===== config.mk =====
export PLATFORM = sky130hd
export DESIGN_NAME = lmc_ctrl
export DESIGN_NICKNAME = d
export VERILOG_FILES = /design/src/verilog/lmc_pkg.sv /design/src/verilog/lmc_ctrl.sv /design/src/verilog/lmc_timer.sv
export SDC_FILE = /design/constraint.sdc
export NUM_CORES = 1
export LEC_CHECK = 0
export BUFFER_PORTS_ARGS = -buffer_cell sky130_fd_sc_hd__buf_2
export CAP_MARGIN = 20
export CORE_ASPECT_RATIO = 0.7
export CORE_MARGIN = 8
export CORE_UTILIZATION = 47
export DETAILED_ROUTE_END_ITERATION = 8
export PLACE_DENSITY = 0.65
export REMOVE_ABC_BUFFERS = 1
export SETUP_SLACK_MARGIN = 0.15
export SLEW_MARGIN = 20
export SYNTH_ARGS = -nofsm -noshare
export SYNTH_HDL_FRONTEND = slang
export SYNTH_SLANG_ARGS = --single-unit

===== constraint.sdc =====
create_clock -name clk_sys_in -period 1.8 [get_ports clk_sys_in]
set_input_delay 0.27 -clock clk_sys_in [delete_from_list [all_inputs] [get_ports clk_sys_in]]
set_output_delay 0.27 -clock clk_sys_in [all_outputs]
set_load 0.01 [all_outputs]

===== src/verilog/lmc_pkg.sv =====
/*
  Constants of the bus transceiver mode control: modes and timing counts.
  Assumes a 125 MHz system clock standing in for the internal oscillator.

  // Summary of operation
  // - After battery power-up the device enters Pre-normal whatever mode-select shows.
  // - Mode-select high gives Normal mode; from Silent it goes straight to Normal.
  // - Mode-select falling edge with transmit input high enters Silent mode.
  // - Mode-select falling edge with transmit input low enters Sleep mode.
  // - Bus driven dominant only while transmit input is low; otherwise recessive.
  // - Transmit low beyond 4 ms forces the driver recessive: dominant time-out.
  // - Time-out clears only after transmit input is high more than 10 us.
  // - Receive output follows the bus: high recessive, low dominant.
  // - Regulator undervoltage pulls reset output low after a short delay.
  // - Reset output stays low 10 ms after regulator reaches nominal.
  // - Undervoltage in Normal or Silent drives reset low and enters Pre-normal.
  // - Silent disables transmit and switches the slave termination off.
  // - Falling bus edge then dominant for 90 us is a remote wake-up.
  // - Wake-up from Silent enters Pre-normal, termination on, receive output low.
  // - Battery supply below 5 V inhibits bus transmission.
  // - Pre-normal keeps bus communication off, undervoltage detection active.
  // - While reset output is held low, mode change requests are ignored.
  // - Sleep: regulator off, reset and receive low; bus wake-up gives Pre-normal.
*/
package lmc_pkg;
  typedef enum logic [1:0] {
    LMC_PRENORMAL,
    LMC_NORMAL,
    LMC_SILENT,
    LMC_SLEEP
  } lmc_mode_t;

  localparam int unsigned LMC_CLK_MHZ = 125;
  localparam int unsigned LMC_DOM_LIMIT_US = 4000;
  localparam int unsigned LMC_DOM_CLEAR_US = 10;
  localparam int unsigned LMC_WAKE_FILT_US = 90;
  localparam int unsigned LMC_RST_DELAY_US = 10000;
  localparam int unsigned LMC_RST_FALL_CYC = 4;
  // Least times are the plain product of microseconds and clock MHz, no extra cycle
  localparam int unsigned LMC_DOM_LIMIT_CYC = LMC_DOM_LIMIT_US * LMC_CLK_MHZ;
  localparam int unsigned LMC_DOM_CLEAR_CYC = LMC_DOM_CLEAR_US * LMC_CLK_MHZ;
  localparam int unsigned LMC_WAKE_FILT_CYC = LMC_WAKE_FILT_US * LMC_CLK_MHZ;
  localparam int unsigned LMC_RST_DELAY_CYC = LMC_RST_DELAY_US * LMC_CLK_MHZ;
endpackage


===== src/verilog/lmc_ctrl.sv =====
/*
  Mode control of a single-wire bus transceiver with regulator.
  Assumes the bus line and analog comparator flags are synchronous to clk_sys_in; host pins pass through two-flop synchronisers.
*/
`timescale 1ns/1ns
module lmc_ctrl #(
  parameter int unsigned DOM_LIMIT_CYC = lmc_pkg::LMC_DOM_LIMIT_CYC,
  parameter int unsigned DOM_CLEAR_CYC = lmc_pkg::LMC_DOM_CLEAR_CYC,
  parameter int unsigned WAKE_FILT_CYC = lmc_pkg::LMC_WAKE_FILT_CYC,
  parameter int unsigned RST_DELAY_CYC = lmc_pkg::LMC_RST_DELAY_CYC
) (
  // Clock and power-up reset
  input wire logic clk_sys_in,
  input wire logic rst_in,
  // Host side
  input wire logic mode_sel_in,
  input wire logic txd_in,
  output logic rxd_out,
  output logic supply_fail_reset_out,
  // Bus side
  input wire logic bus_dominant_in,
  output logic bus_drive_out,
  output logic termination_on_out,
  // Analog monitors and regulator
  input wire logic vcc_under_in,
  input wire logic battery_supply_low_in,
  output logic regulator_on_out,
  output logic dom_timeout_out,
  output lmc_pkg::lmc_mode_t mode_out
);
  // ==========================================================
  // Input synchronisers
  logic [1:0] en_sync_q;
  logic [1:0] tx_sync_q;
  logic en_prev_q;
  logic bus_prev_q;
  logic en_s;
  logic tx_s;
  logic en_fall;

  always_ff @(posedge clk_sys_in) begin
    if (rst_in) begin
      en_sync_q <= 2'h0;
      tx_sync_q <= 2'h3;
      en_prev_q <= 1'b0;
      bus_prev_q <= 1'b0;
    end else begin
      en_sync_q <= {en_sync_q[0], mode_sel_in};
      tx_sync_q <= {tx_sync_q[0], txd_in};
      en_prev_q <= en_sync_q[1];
      bus_prev_q <= bus_dominant_in;
    end
  end

  assign en_s = en_sync_q[1];
  assign tx_s = tx_sync_q[1];
  assign en_fall = en_prev_q && !en_s;

  // ==========================================================
  // Timers
  logic dom_done;
  logic clr_done;
  logic wake_done;
  logic rst_done;
  logic wake_arm_q;
  logic rst_hold_q;
  logic [2:0] fall_cnt_q;

  lmc_timer #(.LIMIT(DOM_LIMIT_CYC), .W(24)) u_dom (
    .clk_sys_in(clk_sys_in),
    .rst_in(rst_in),
    .run_in(!tx_s && !dom_timeout_out),
    .done_out(dom_done)
  );
  lmc_timer #(.LIMIT(DOM_CLEAR_CYC), .W(24)) u_clr (
    .clk_sys_in(clk_sys_in),
    .rst_in(rst_in),
    .run_in(tx_s && dom_timeout_out),
    .done_out(clr_done)
  );
  lmc_timer #(.LIMIT(WAKE_FILT_CYC), .W(24)) u_wake (
    .clk_sys_in(clk_sys_in),
    .rst_in(rst_in),
    .run_in(wake_arm_q && bus_dominant_in),
    .done_out(wake_done)
  );
  lmc_timer #(.LIMIT(RST_DELAY_CYC), .W(24)) u_rst (
    .clk_sys_in(clk_sys_in),
    .rst_in(rst_in),
    .run_in(rst_hold_q && !vcc_under_in && regulator_on_out),
    .done_out(rst_done)
  );

  // Wake arming needs a fresh falling edge, so a stuck bus never wakes
  always_ff @(posedge clk_sys_in) begin
    if (rst_in) begin
      wake_arm_q <= 1'b0;
    end else if (mode_out != lmc_pkg::LMC_SILENT &&
                 mode_out != lmc_pkg::LMC_SLEEP) begin
      wake_arm_q <= 1'b0;
    end else if (bus_dominant_in && !bus_prev_q) begin
      wake_arm_q <= 1'b1;
    end else if (!bus_dominant_in) begin
      wake_arm_q <= 1'b0;
    end
  end

  // ==========================================================
  // Dominant time-out
  always_ff @(posedge clk_sys_in) begin
    if (rst_in) begin
      dom_timeout_out <= 1'b0;
    end else if (dom_done) begin
      dom_timeout_out <= 1'b1;
    end else if (clr_done) begin
      dom_timeout_out <= 1'b0;
    end
  end

  // ==========================================================
  // Undervoltage reset output
  always_ff @(posedge clk_sys_in) begin
    if (rst_in || !vcc_under_in || !regulator_on_out) begin
      fall_cnt_q <= 3'h0;
    end else if (fall_cnt_q != 3'(lmc_pkg::LMC_RST_FALL_CYC)) begin
      fall_cnt_q <= fall_cnt_q + 3'h1;
    end
  end

  always_ff @(posedge clk_sys_in) begin
    if (rst_in) begin
      rst_hold_q <= 1'b1;
      supply_fail_reset_out <= 1'b0;
    end else if (mode_out == lmc_pkg::LMC_SLEEP) begin
      rst_hold_q <= 1'b1;
      supply_fail_reset_out <= 1'b0;
    end else if (fall_cnt_q == 3'(lmc_pkg::LMC_RST_FALL_CYC)) begin
      rst_hold_q <= 1'b1;
      supply_fail_reset_out <= 1'b0;
    end else if (rst_done) begin
      rst_hold_q <= 1'b0;
      supply_fail_reset_out <= 1'b1;
    end
  end

  // ==========================================================
  // Mode state machine
  // Supply loss and wake-up outrank the hold; the hold outranks the host
  lmc_pkg::lmc_mode_t mode_d;
  logic uv_reset;
  logic wake_flag_q;

  function automatic logic quiet_mode(input lmc_pkg::lmc_mode_t m);
    return (m == lmc_pkg::LMC_SILENT) || (m == lmc_pkg::LMC_SLEEP);
  endfunction

  if (DOM_LIMIT_CYC < 1 || DOM_CLEAR_CYC < 1 ||
      WAKE_FILT_CYC < 1 || RST_DELAY_CYC < 1) begin : g_bad_count
    $error("lmc_ctrl counts must be at least one cycle");
  end

  assign uv_reset = (fall_cnt_q == 3'(lmc_pkg::LMC_RST_FALL_CYC));

  always_comb begin
    mode_d = mode_out;
    unique case (mode_out)
      lmc_pkg::LMC_SLEEP: begin
        if (wake_done) begin
          mode_d = lmc_pkg::LMC_PRENORMAL;
        end
      end
      lmc_pkg::LMC_SILENT: begin
        if (uv_reset) begin
          mode_d = lmc_pkg::LMC_PRENORMAL;
        end else if (wake_done) begin
          mode_d = lmc_pkg::LMC_PRENORMAL;
        end else if (!rst_hold_q && en_s) begin
          mode_d = lmc_pkg::LMC_NORMAL;
        end
      end
      lmc_pkg::LMC_NORMAL: begin
        if (uv_reset) begin
          mode_d = lmc_pkg::LMC_PRENORMAL;
        end else if (en_fall && tx_s) begin
          mode_d = lmc_pkg::LMC_SILENT;
        end else if (en_fall) begin
          mode_d = lmc_pkg::LMC_SLEEP;
        end
      end
      lmc_pkg::LMC_PRENORMAL: begin
        // Host requests wait until the reset output is released
        if (!rst_hold_q && en_s) begin
          mode_d = lmc_pkg::LMC_NORMAL;
        end
      end
    endcase
  end

  always_ff @(posedge clk_sys_in) begin
    if (rst_in) begin
      mode_out <= lmc_pkg::LMC_PRENORMAL;
    end else begin
      mode_out <= mode_d;
    end
  end

  // Wake indication stays until the mode is back in Normal
  always_ff @(posedge clk_sys_in) begin
    if (rst_in) begin
      wake_flag_q <= 1'b0;
    end else if (wake_done && quiet_mode(mode_out)) begin
      wake_flag_q <= 1'b1;
    end else if (mode_out == lmc_pkg::LMC_NORMAL) begin
      wake_flag_q <= 1'b0;
    end
  end

  // ==========================================================
  // Pin outputs
  // Every gate is registered, so the driver lags its causes by one cycle
  always_ff @(posedge clk_sys_in) begin
    if (rst_in) begin
      bus_drive_out <= 1'b0;
    end else begin
      bus_drive_out <= (mode_out == lmc_pkg::LMC_NORMAL) && !tx_s &&
                       !dom_timeout_out && !battery_supply_low_in;
    end
  end

  always_ff @(posedge clk_sys_in) begin
    if (rst_in) begin
      rxd_out <= 1'b1;
    end else if (mode_out == lmc_pkg::LMC_SLEEP || wake_flag_q) begin
      rxd_out <= 1'b0;
    end else begin
      rxd_out <= !bus_dominant_in;
    end
  end

  always_ff @(posedge clk_sys_in) begin
    if (rst_in) begin
      termination_on_out <= 1'b1;
    end else begin
      termination_on_out <= !quiet_mode(mode_out);
    end
  end

  always_ff @(posedge clk_sys_in) begin
    if (rst_in) begin
      regulator_on_out <= 1'b1;
    end else begin
      regulator_on_out <= (mode_out != lmc_pkg::LMC_SLEEP);
    end
  end

  // ==========================================================
  // Assertions
  property p_drive_normal;
    @(posedge clk_sys_in) disable iff (rst_in)
      bus_drive_out |-> ($past(mode_out) == lmc_pkg::LMC_NORMAL);
  endproperty
  a_drive_normal: assert property (p_drive_normal)
    else $error("bus driven outside Normal mode");

  property p_drive_tx;
    @(posedge clk_sys_in) disable iff (rst_in)
      bus_drive_out |-> !$past(tx_s);
  endproperty
  a_drive_tx: assert property (p_drive_tx)
    else $error("bus driven while transmit input high");

  property p_drive_timeout;
    @(posedge clk_sys_in) disable iff (rst_in)
      bus_drive_out |-> !$past(dom_timeout_out);
  endproperty
  a_drive_timeout: assert property (p_drive_timeout)
    else $error("bus driven during dominant time-out");

  property p_drive_batt;
    @(posedge clk_sys_in) disable iff (rst_in)
      bus_drive_out |-> !$past(battery_supply_low_in);
  endproperty
  a_drive_batt: assert property (p_drive_batt)
    else $error("bus driven with battery supply low");

  property p_rx_follow;
    @(posedge clk_sys_in) disable iff (rst_in)
      ($past(mode_out) != lmc_pkg::LMC_SLEEP && !$past(wake_flag_q)) |->
        (rxd_out == !$past(bus_dominant_in));
  endproperty
  a_rx_follow: assert property (p_rx_follow)
    else $error("receive output does not follow the bus");

  property p_sleep_outs;
    @(posedge clk_sys_in) disable iff (rst_in)
      (mode_out == lmc_pkg::LMC_SLEEP &&
       $past(mode_out) == lmc_pkg::LMC_SLEEP) |->
        (!regulator_on_out && !rxd_out && !supply_fail_reset_out);
  endproperty
  a_sleep_outs: assert property (p_sleep_outs)
    else $error("sleep outputs not low");

  property p_silent_term;
    @(posedge clk_sys_in) disable iff (rst_in)
      (mode_out == lmc_pkg::LMC_SILENT &&
       $past(mode_out) == lmc_pkg::LMC_SILENT) |-> !termination_on_out;
  endproperty
  a_silent_term: assert property (p_silent_term)
    else $error("termination on in Silent mode");

  property p_hold_mode;
    @(posedge clk_sys_in) disable iff (rst_in)
      ($past(rst_hold_q) &&
       $past(mode_out) == lmc_pkg::LMC_PRENORMAL) |->
        (mode_out == lmc_pkg::LMC_PRENORMAL);
  endproperty
  a_hold_mode: assert property (p_hold_mode)
    else $error("mode changed during reset hold");

  property p_uv_prenormal;
    @(posedge clk_sys_in) disable iff (rst_in)
      (uv_reset && (mode_out == lmc_pkg::LMC_NORMAL ||
                    mode_out == lmc_pkg::LMC_SILENT)) |=>
        (mode_out == lmc_pkg::LMC_PRENORMAL && !supply_fail_reset_out);
  endproperty
  a_uv_prenormal: assert property (p_uv_prenormal)
    else $error("undervoltage did not force Pre-normal");

  c_enter_silent: cover property (@(posedge clk_sys_in) disable iff (rst_in)
    $past(mode_out) == lmc_pkg::LMC_NORMAL &&
    mode_out == lmc_pkg::LMC_SILENT);
  c_enter_sleep: cover property (@(posedge clk_sys_in) disable iff (rst_in)
    $past(mode_out) == lmc_pkg::LMC_NORMAL &&
    mode_out == lmc_pkg::LMC_SLEEP);
  c_wake_silent: cover property (@(posedge clk_sys_in) disable iff (rst_in)
    $past(mode_out) == lmc_pkg::LMC_SILENT &&
    mode_out == lmc_pkg::LMC_PRENORMAL);
  c_dom_timeout: cover property (@(posedge clk_sys_in) disable iff (rst_in)
    $rose(dom_timeout_out));
endmodule


===== src/verilog/lmc_timer.sv =====
/*
  Saturating qualification timer: done once run has held for LIMIT cycles.
  Assumes run is a registered level on the same clock.
*/
`timescale 1ns/1ns
module lmc_timer #(
  parameter int unsigned LIMIT = 16,
  parameter int unsigned W = 24
) (
  // Clock and reset
  input wire logic clk_sys_in,
  input wire logic rst_in,
  // Control
  input wire logic run_in,
  output logic done_out
);
  logic [W-1:0] cnt_q;

  // Refuse a limit the counter cannot reach
  if (LIMIT < 1 || LIMIT >= (64'd1 << W)) begin : g_bad_limit
    $error("lmc_timer limit out of range");
  end

  always_ff @(posedge clk_sys_in) begin
    if (rst_in || !run_in) begin
      cnt_q <= '0;
    end else if (cnt_q != W'(LIMIT)) begin
      cnt_q <= cnt_q + W'(1);
    end
  end

  assign done_out = (cnt_q == W'(LIMIT));
endmodule


## Word-level counts from Yosys, hierarchy flattened

Cells that the tools add are included.

- Register bits: 116
- Input port bits: 7
- Output and inout bits: 8
- Word-level logic and storage cells: 99

- Add/subtract/negate cells: 5
- Equal/unequal tests: 18
- Muxes and demuxes: 15
- Reduce and logical (&&, ||, !) cells: 42

Operator list:

| kind | number |
|---|---|
| 24-bit by 1-bit adder with 24-bit output, second input constant | 4 |
| 24-bit by 11-bit == test with 1-bit output, second input constant | 1 |
| 24-bit by 14-bit == test with 1-bit output, second input constant | 1 |
| 24-bit by 19-bit == test with 1-bit output, second input constant | 1 |
| 24-bit by 21-bit == test with 1-bit output, second input constant | 1 |
| 24-bit by 11-bit inequality test with 1-bit output, second input constant | 1 |
| 24-bit by 14-bit inequality test with 1-bit output, second input constant | 1 |
| 24-bit by 19-bit inequality test with 1-bit output, second input constant | 1 |
| 24-bit by 21-bit inequality test with 1-bit output, second input constant | 1 |
| 1-bit logical AND | 14 |
| 1-bit zero test | 14 |
| 2-bit two-way mux | 7 |
| 1-bit logical OR | 8 |
| 2-bit one-hot mux with 4 select lines | 1 |
| 1-bit two-way mux | 7 |
| 2-bit inequality test, second input constant | 3 |
| 2-bit == test, second input constant | 2 |
| 4-bit inequality test, second input constant | 1 |
| 2-bit nonzero test | 2 |
| 3-bit by 1-bit adder with 3-bit output, second input constant | 1 |
| 3-bit == test, second input constant | 1 |
| 3-bit inequality test, second input constant | 1 |
| 3-bit OR reduction | 1 |
| 2-bit by 1-bit == test with 1-bit output, second input constant | 1 |
| other kinds (4) | 4 |

## Longest topological paths before layout

- Depth after elaboration: 6
- Depth in mapped cells: 6
- Mapped depth without buffers: 6

## Modules after synthesis

Synthesis repeated with hierarchy kept, for this count alone.

- Cell total of the unflattened synthesis: 634
- Area total of the unflattened synthesis: 5,539.1 um^2

By module, submodules not included:

| module | times used | cells each | area an instance (um^2) | sequential area each (um^2) |
|---|---|---|---|---|
| lmc_timer (u_rst) | 1 | 139 | 1,222.4 | 480.5 |
| lmc_timer (u_dom) | 1 | 139 | 1,193.6 | 480.5 |
| lmc_timer (u_clr) | 1 | 137 | 1,191.1 | 480.5 |
| lmc_timer (u_wake) | 1 | 141 | 1,187.4 | 480.5 |
| lmc_ctrl | 1 | 78 | 744.5 | 400.4 |

## Worst setup path before layout

Ideal clock, no wire load.

- Path type: reg-to-reg
- Start point: register u_rst.cnt_q[1]
- End point: register u_rst.cnt_q[20]
- Setup time: 116 ps
- Arrival time: 1,750 ps
- Data required time: 1,684 ps
- Path slack: -66 ps
- Stages on the path, launching flop included: 6
- Buffers on the path: 0
- Period minus slack after synthesis: 1,866 ps
- Cell sequence: dfxtp_1 -> ha_1 -> nand3_1 -> nor4_1 -> a31oi_1 -> a41o_1

- Cells in the longest elaborated chain, start to end: 1
- Elaborated cells between the ends (all ways): 2
- Classes of those cells: add/sub: 1; eq/ne: 1

Ends and longest elaborated chain:

| item | RTL line | source |
|---|---|---|
| from (decl) | lmc_timer.sv:17 | `logic [W-1:0] cnt_q;` |
| from (signal assigned) | lmc_timer.sv:28 | `cnt_q <= cnt_q + W'(1);` |
| 24-bit by 1-bit adder with 24-bit output / 24-bit by 21-bit inequality test with 1-bit output (equally long branches) | lmc_timer.sv:28, lmc_timer.sv:27 |  |

Several ways; a longest one is shown, not always the timed one.
A chain may end at the register's enable or synchronous reset.

## Worst setup path after layout

- Start point: register u_dom.cnt_q[4]
- End point: register u_dom.cnt_q[2]

- Cells in the longest elaborated chain, start to end: 1

Ends and longest elaborated chain:

| item | RTL line | source |
|---|---|---|
| from (decl) | lmc_timer.sv:17 |  |
| from (signal assigned) | lmc_timer.sv:28 |  |
| 24-bit by 19-bit inequality test with 1-bit output | lmc_timer.sv:27 | `end else if (cnt_q != W'(LIMIT)) begin` |

Every way passes these cells.

==> run_results.csv <==
group,metric,value,unit
sta,rsz0062_at_grt,"true",
floorplanning,die_width,144,um
grt,antenna_found_initial,0,
sta,finClkSkew,6.62,ps
yosys,syn_area,5360,sq um
clock_network,clockBufferDepth,2,
clock_network,cts_buffers,17,
sta,slew_headroom,0.426,
worst_setup_path,cp-end-kind,"flop",
clock_network,clk_latency,420,ps
floorplanning,chipHeight,105,um
place,portBuffers,14,
cells_and_area,fin_nets,723,
run,cap_violations,0,
yosys,synth-edff-count,0,
floorplanning,die_area,15100,sq um
floorplanning,pin_count,15,
sta,fmax,0.538,GHz
yosys,yosys_most_used_dff,"dfxtp_1",
clock_network,cts_hold_buffers,0,
cells_and_area,finalNonFillerCells,872,
clock_network,clock_sinks,116,
sta,report.final.hold_viol_count,0,
detailed_routing,vias,4922,
power_and_ir_drop,power_density,913,nW/um^2
worst_setup_path,critical_path_required,2110,ps
detailed_routing,antenna_left,0,
clock_network,cts-root-buf,"clkbuf_16",
sta,period_share,1.03,
floorplanning,row_count,32,
power_and_ir_drop,peakVddDrop,0.873,mV
run_status,violations,"setup timing",
sta,period_minus_slack,1860,ps
yosys,ys_ff_latch,116,
power_and_ir_drop,leakage,0.00238,uW
grt,grtUsageTotal,0.169,
detailed_routing,wl_per_cell,14.8,um
detailed_routing,via_per_inst,5.64,
floorplanning,core,11100,sq um
place,post-dp-hpwl,8.51,mm
floorplanning,start_util,0.485,
grt,grt_overflow,0,
yosys,yosysUniqueCellTypes,51,
sta,maxSlewViolCount,0,
worst_setup_path,critical_path_class,"reg2reg",
detailed_routing,wl,12.9,mm
cells_and_area,fin_util,0.640,
sta,worstMarginPinSlew,854,ps
grt,grt_pass1_wl,21.1,mm
detailed_routing,post-route-drc-count,0,
worst_setup_path,critPathLaunchType,"flop",
clock_network,clkTransAtPathRegs,60,ps
yosys,synth_seq_area_share,0.433,
yosys,synth_warnings,0,
run_status,outcome,"finished with violations",
grt,grt_max_degree,23,
grt,grt_pass1_vias,4581,
yosys,synth_area_per_cell,8.61,sq um
place,place_inst,827,
yosys,async_flop_share,0,
worst_setup_path,critPathMaxFanout,4,
place,post-place-ws,-132,ps
detailed_routing,first_iter_violations,234,
cells_and_area,area_delta_synth_final,31.9,%
sta,setup_violations,3,
place,place.gp.congestion,0.816,
clock_network,cts_tree,"done",
yosys,synthCells,623,
detailed_routing,first_pass_iters,4,
worst_setup_path,critical_path_arrival,2170,ps
sta,fin_ws,-57.8,ps
worst_hold_path,hold_path_class,"in2reg",
cells_and_area,diodes,0,
cells_and_area,drive_above_1_share,0.280,
power_and_ir_drop,finalPower,6460,uW
clock_network,cts_htree_levels,4,
==> per-stage QoR <==
| stage | cell area [sq um] | hold slack [ps] | TNS [ps] |
|---|---|---|---|
| floorplan | 5270 | 339 | -627 |
| global placement | 6000 | 397 | -137 |
| detailed placement | 6000 | 404 | -354 |
| CTS | 6750 | 1.06 | -274 |
| global route | 7070 | 12.9 | -382 |
| finish | 7070 | 12.8 | -124 |
==> sequential cells by signal, indices dropped and copies added (netlist names), 2 cells and up <==
name          flops
fall_cnt_q        3
u_rst.cnt_q      24
u_dom.cnt_q      24
en_sync_q         2
tx_sync_q         2
u_clr.cnt_q      24
mode_out          2
u_wake.cnt_q     24
==> layout by cell type, fill, tap and decap left out, types with 16 or more instances in the layout <==
cell type / instances
nor2_1: 57
dfxtp_2: 20
or3_1: 18
dfxtp_1: 90
nand4_1: 29
nand2_1: 45
a21oi_1: 38
xor2_1: 24
nand3_1: 39
buf_4: 63
xnor2_1: 16
inv_1: 16
o21ai_0: 23
clkbuf_16: 17
==> critical path, cell delays in order (launching register included) <==
cell     delay [ps]
dfxtp_1         310
or4b_4          520
or3_4           350
or3_4           370
a21o_2          190
==> final timing paths <==
check / from / end / slack (ps) / cells past startpoint
max: u_dom.cnt_q[4]$_SDFFE_PP0N_ / u_dom.cnt_q[2]$_SDFFE_PP0N_ / -60 / 4
min reg2reg: tx_sync_q[0]$_SDFF_PP1_ / tx_sync_q[1]$_SDFF_PP1_ / 410 / 1
min: battery_supply_low_in / bus_drive_out$_SDFF_PP0_ / 10 / 2
max reg2reg: u_dom.cnt_q[4]$_SDFFE_PP0N_ / u_dom.cnt_q[2]$_SDFFE_PP0N_ / -60 / 4
==> metal layers <==
layer,track usage,vias up,share of wire
met4,0.0755,0,0.019
met3,0.0370,20,0.042
met1,0.222,2358,0.48
met5,0,-,0
li1,-,2466,-
met2,0.261,78,0.46
==> cells in the mapped netlist, types with 2 or more instances <==
cell	count	area share
dfxtp_1	116	0.43
nor2_1	58	0.041
nand2_1	45	0.031
a21oi_1	44	0.041
nand3_1	41	0.038
nand4_1	29	0.034
o21ai_0	26	0.024
xor2_1	25	0.041
clkbuf_1	20	0.014
or3_1	20	0.023
o31ai_1	17	0.024
inv_1	16	0.011
or4_1	16	0.022
xnor2_1	16	0.026
and4_1	13	0.021
nor3_1	13	0.012
nor4_1	11	0.013
ha_1	10	0.023
nor4b_1	8	0.013
and3_1	7	0.0082
nor3b_1	7	0.0098
a31o_2	5	0.0082
mux2i_1	5	0.0093
nand2b_1	5	0.0058
nand3b_1	5	0.0070
nor2b_1	5	0.0058
a31oi_1	4	0.0047
o21a_1	4	0.0056
a41o_1	3	0.0056
nor4bb_1	3	0.0056
or2_2	3	0.0035
and2_1	2	0.0023
buf_2	2	0.0019
o311ai_0	2	0.0033
==> cells by family (layout without fill, tap and decap cells) <==
family,after synthesis,in the layout,share of synthesized area
fa+ha+maj,10,10,0.0233
compound gates,110,110,0.124
simple gates,300,301,0.314
xor+xnor,41,41,0.0669
buf+inv,41,136,0.0294
flops,116,116,0.433
mux,5,5,0.00933
==> repair_timing <==
item,in CTS,in global routing
pin swaps,7,26
endpoints found under the setup margin,25,48
endpoints found under the hold margin,0,0
resized for setup,20,74
setup buffers,3,8
gates cloned,1,1
==> power by group <==
group          internal, uW  switching, uW  leakage (uW)  total (uW)
clock                  2510           1270      0.000314        3780
combinational          38.4           55.4       0.00111        93.8
sequential             2570           8.39      0.000951        2580
==> area by class of cell <==
cell class	instances	area [sq um]
fill	930	3980
multi-input combinational	467	3140
sequential	116	2370
timing repair buffer	87	649
clock buffer	18	439
clock inverter	14	225
tap	153	191
inverter	17	63.8
(Power assumes the default switching activity.)
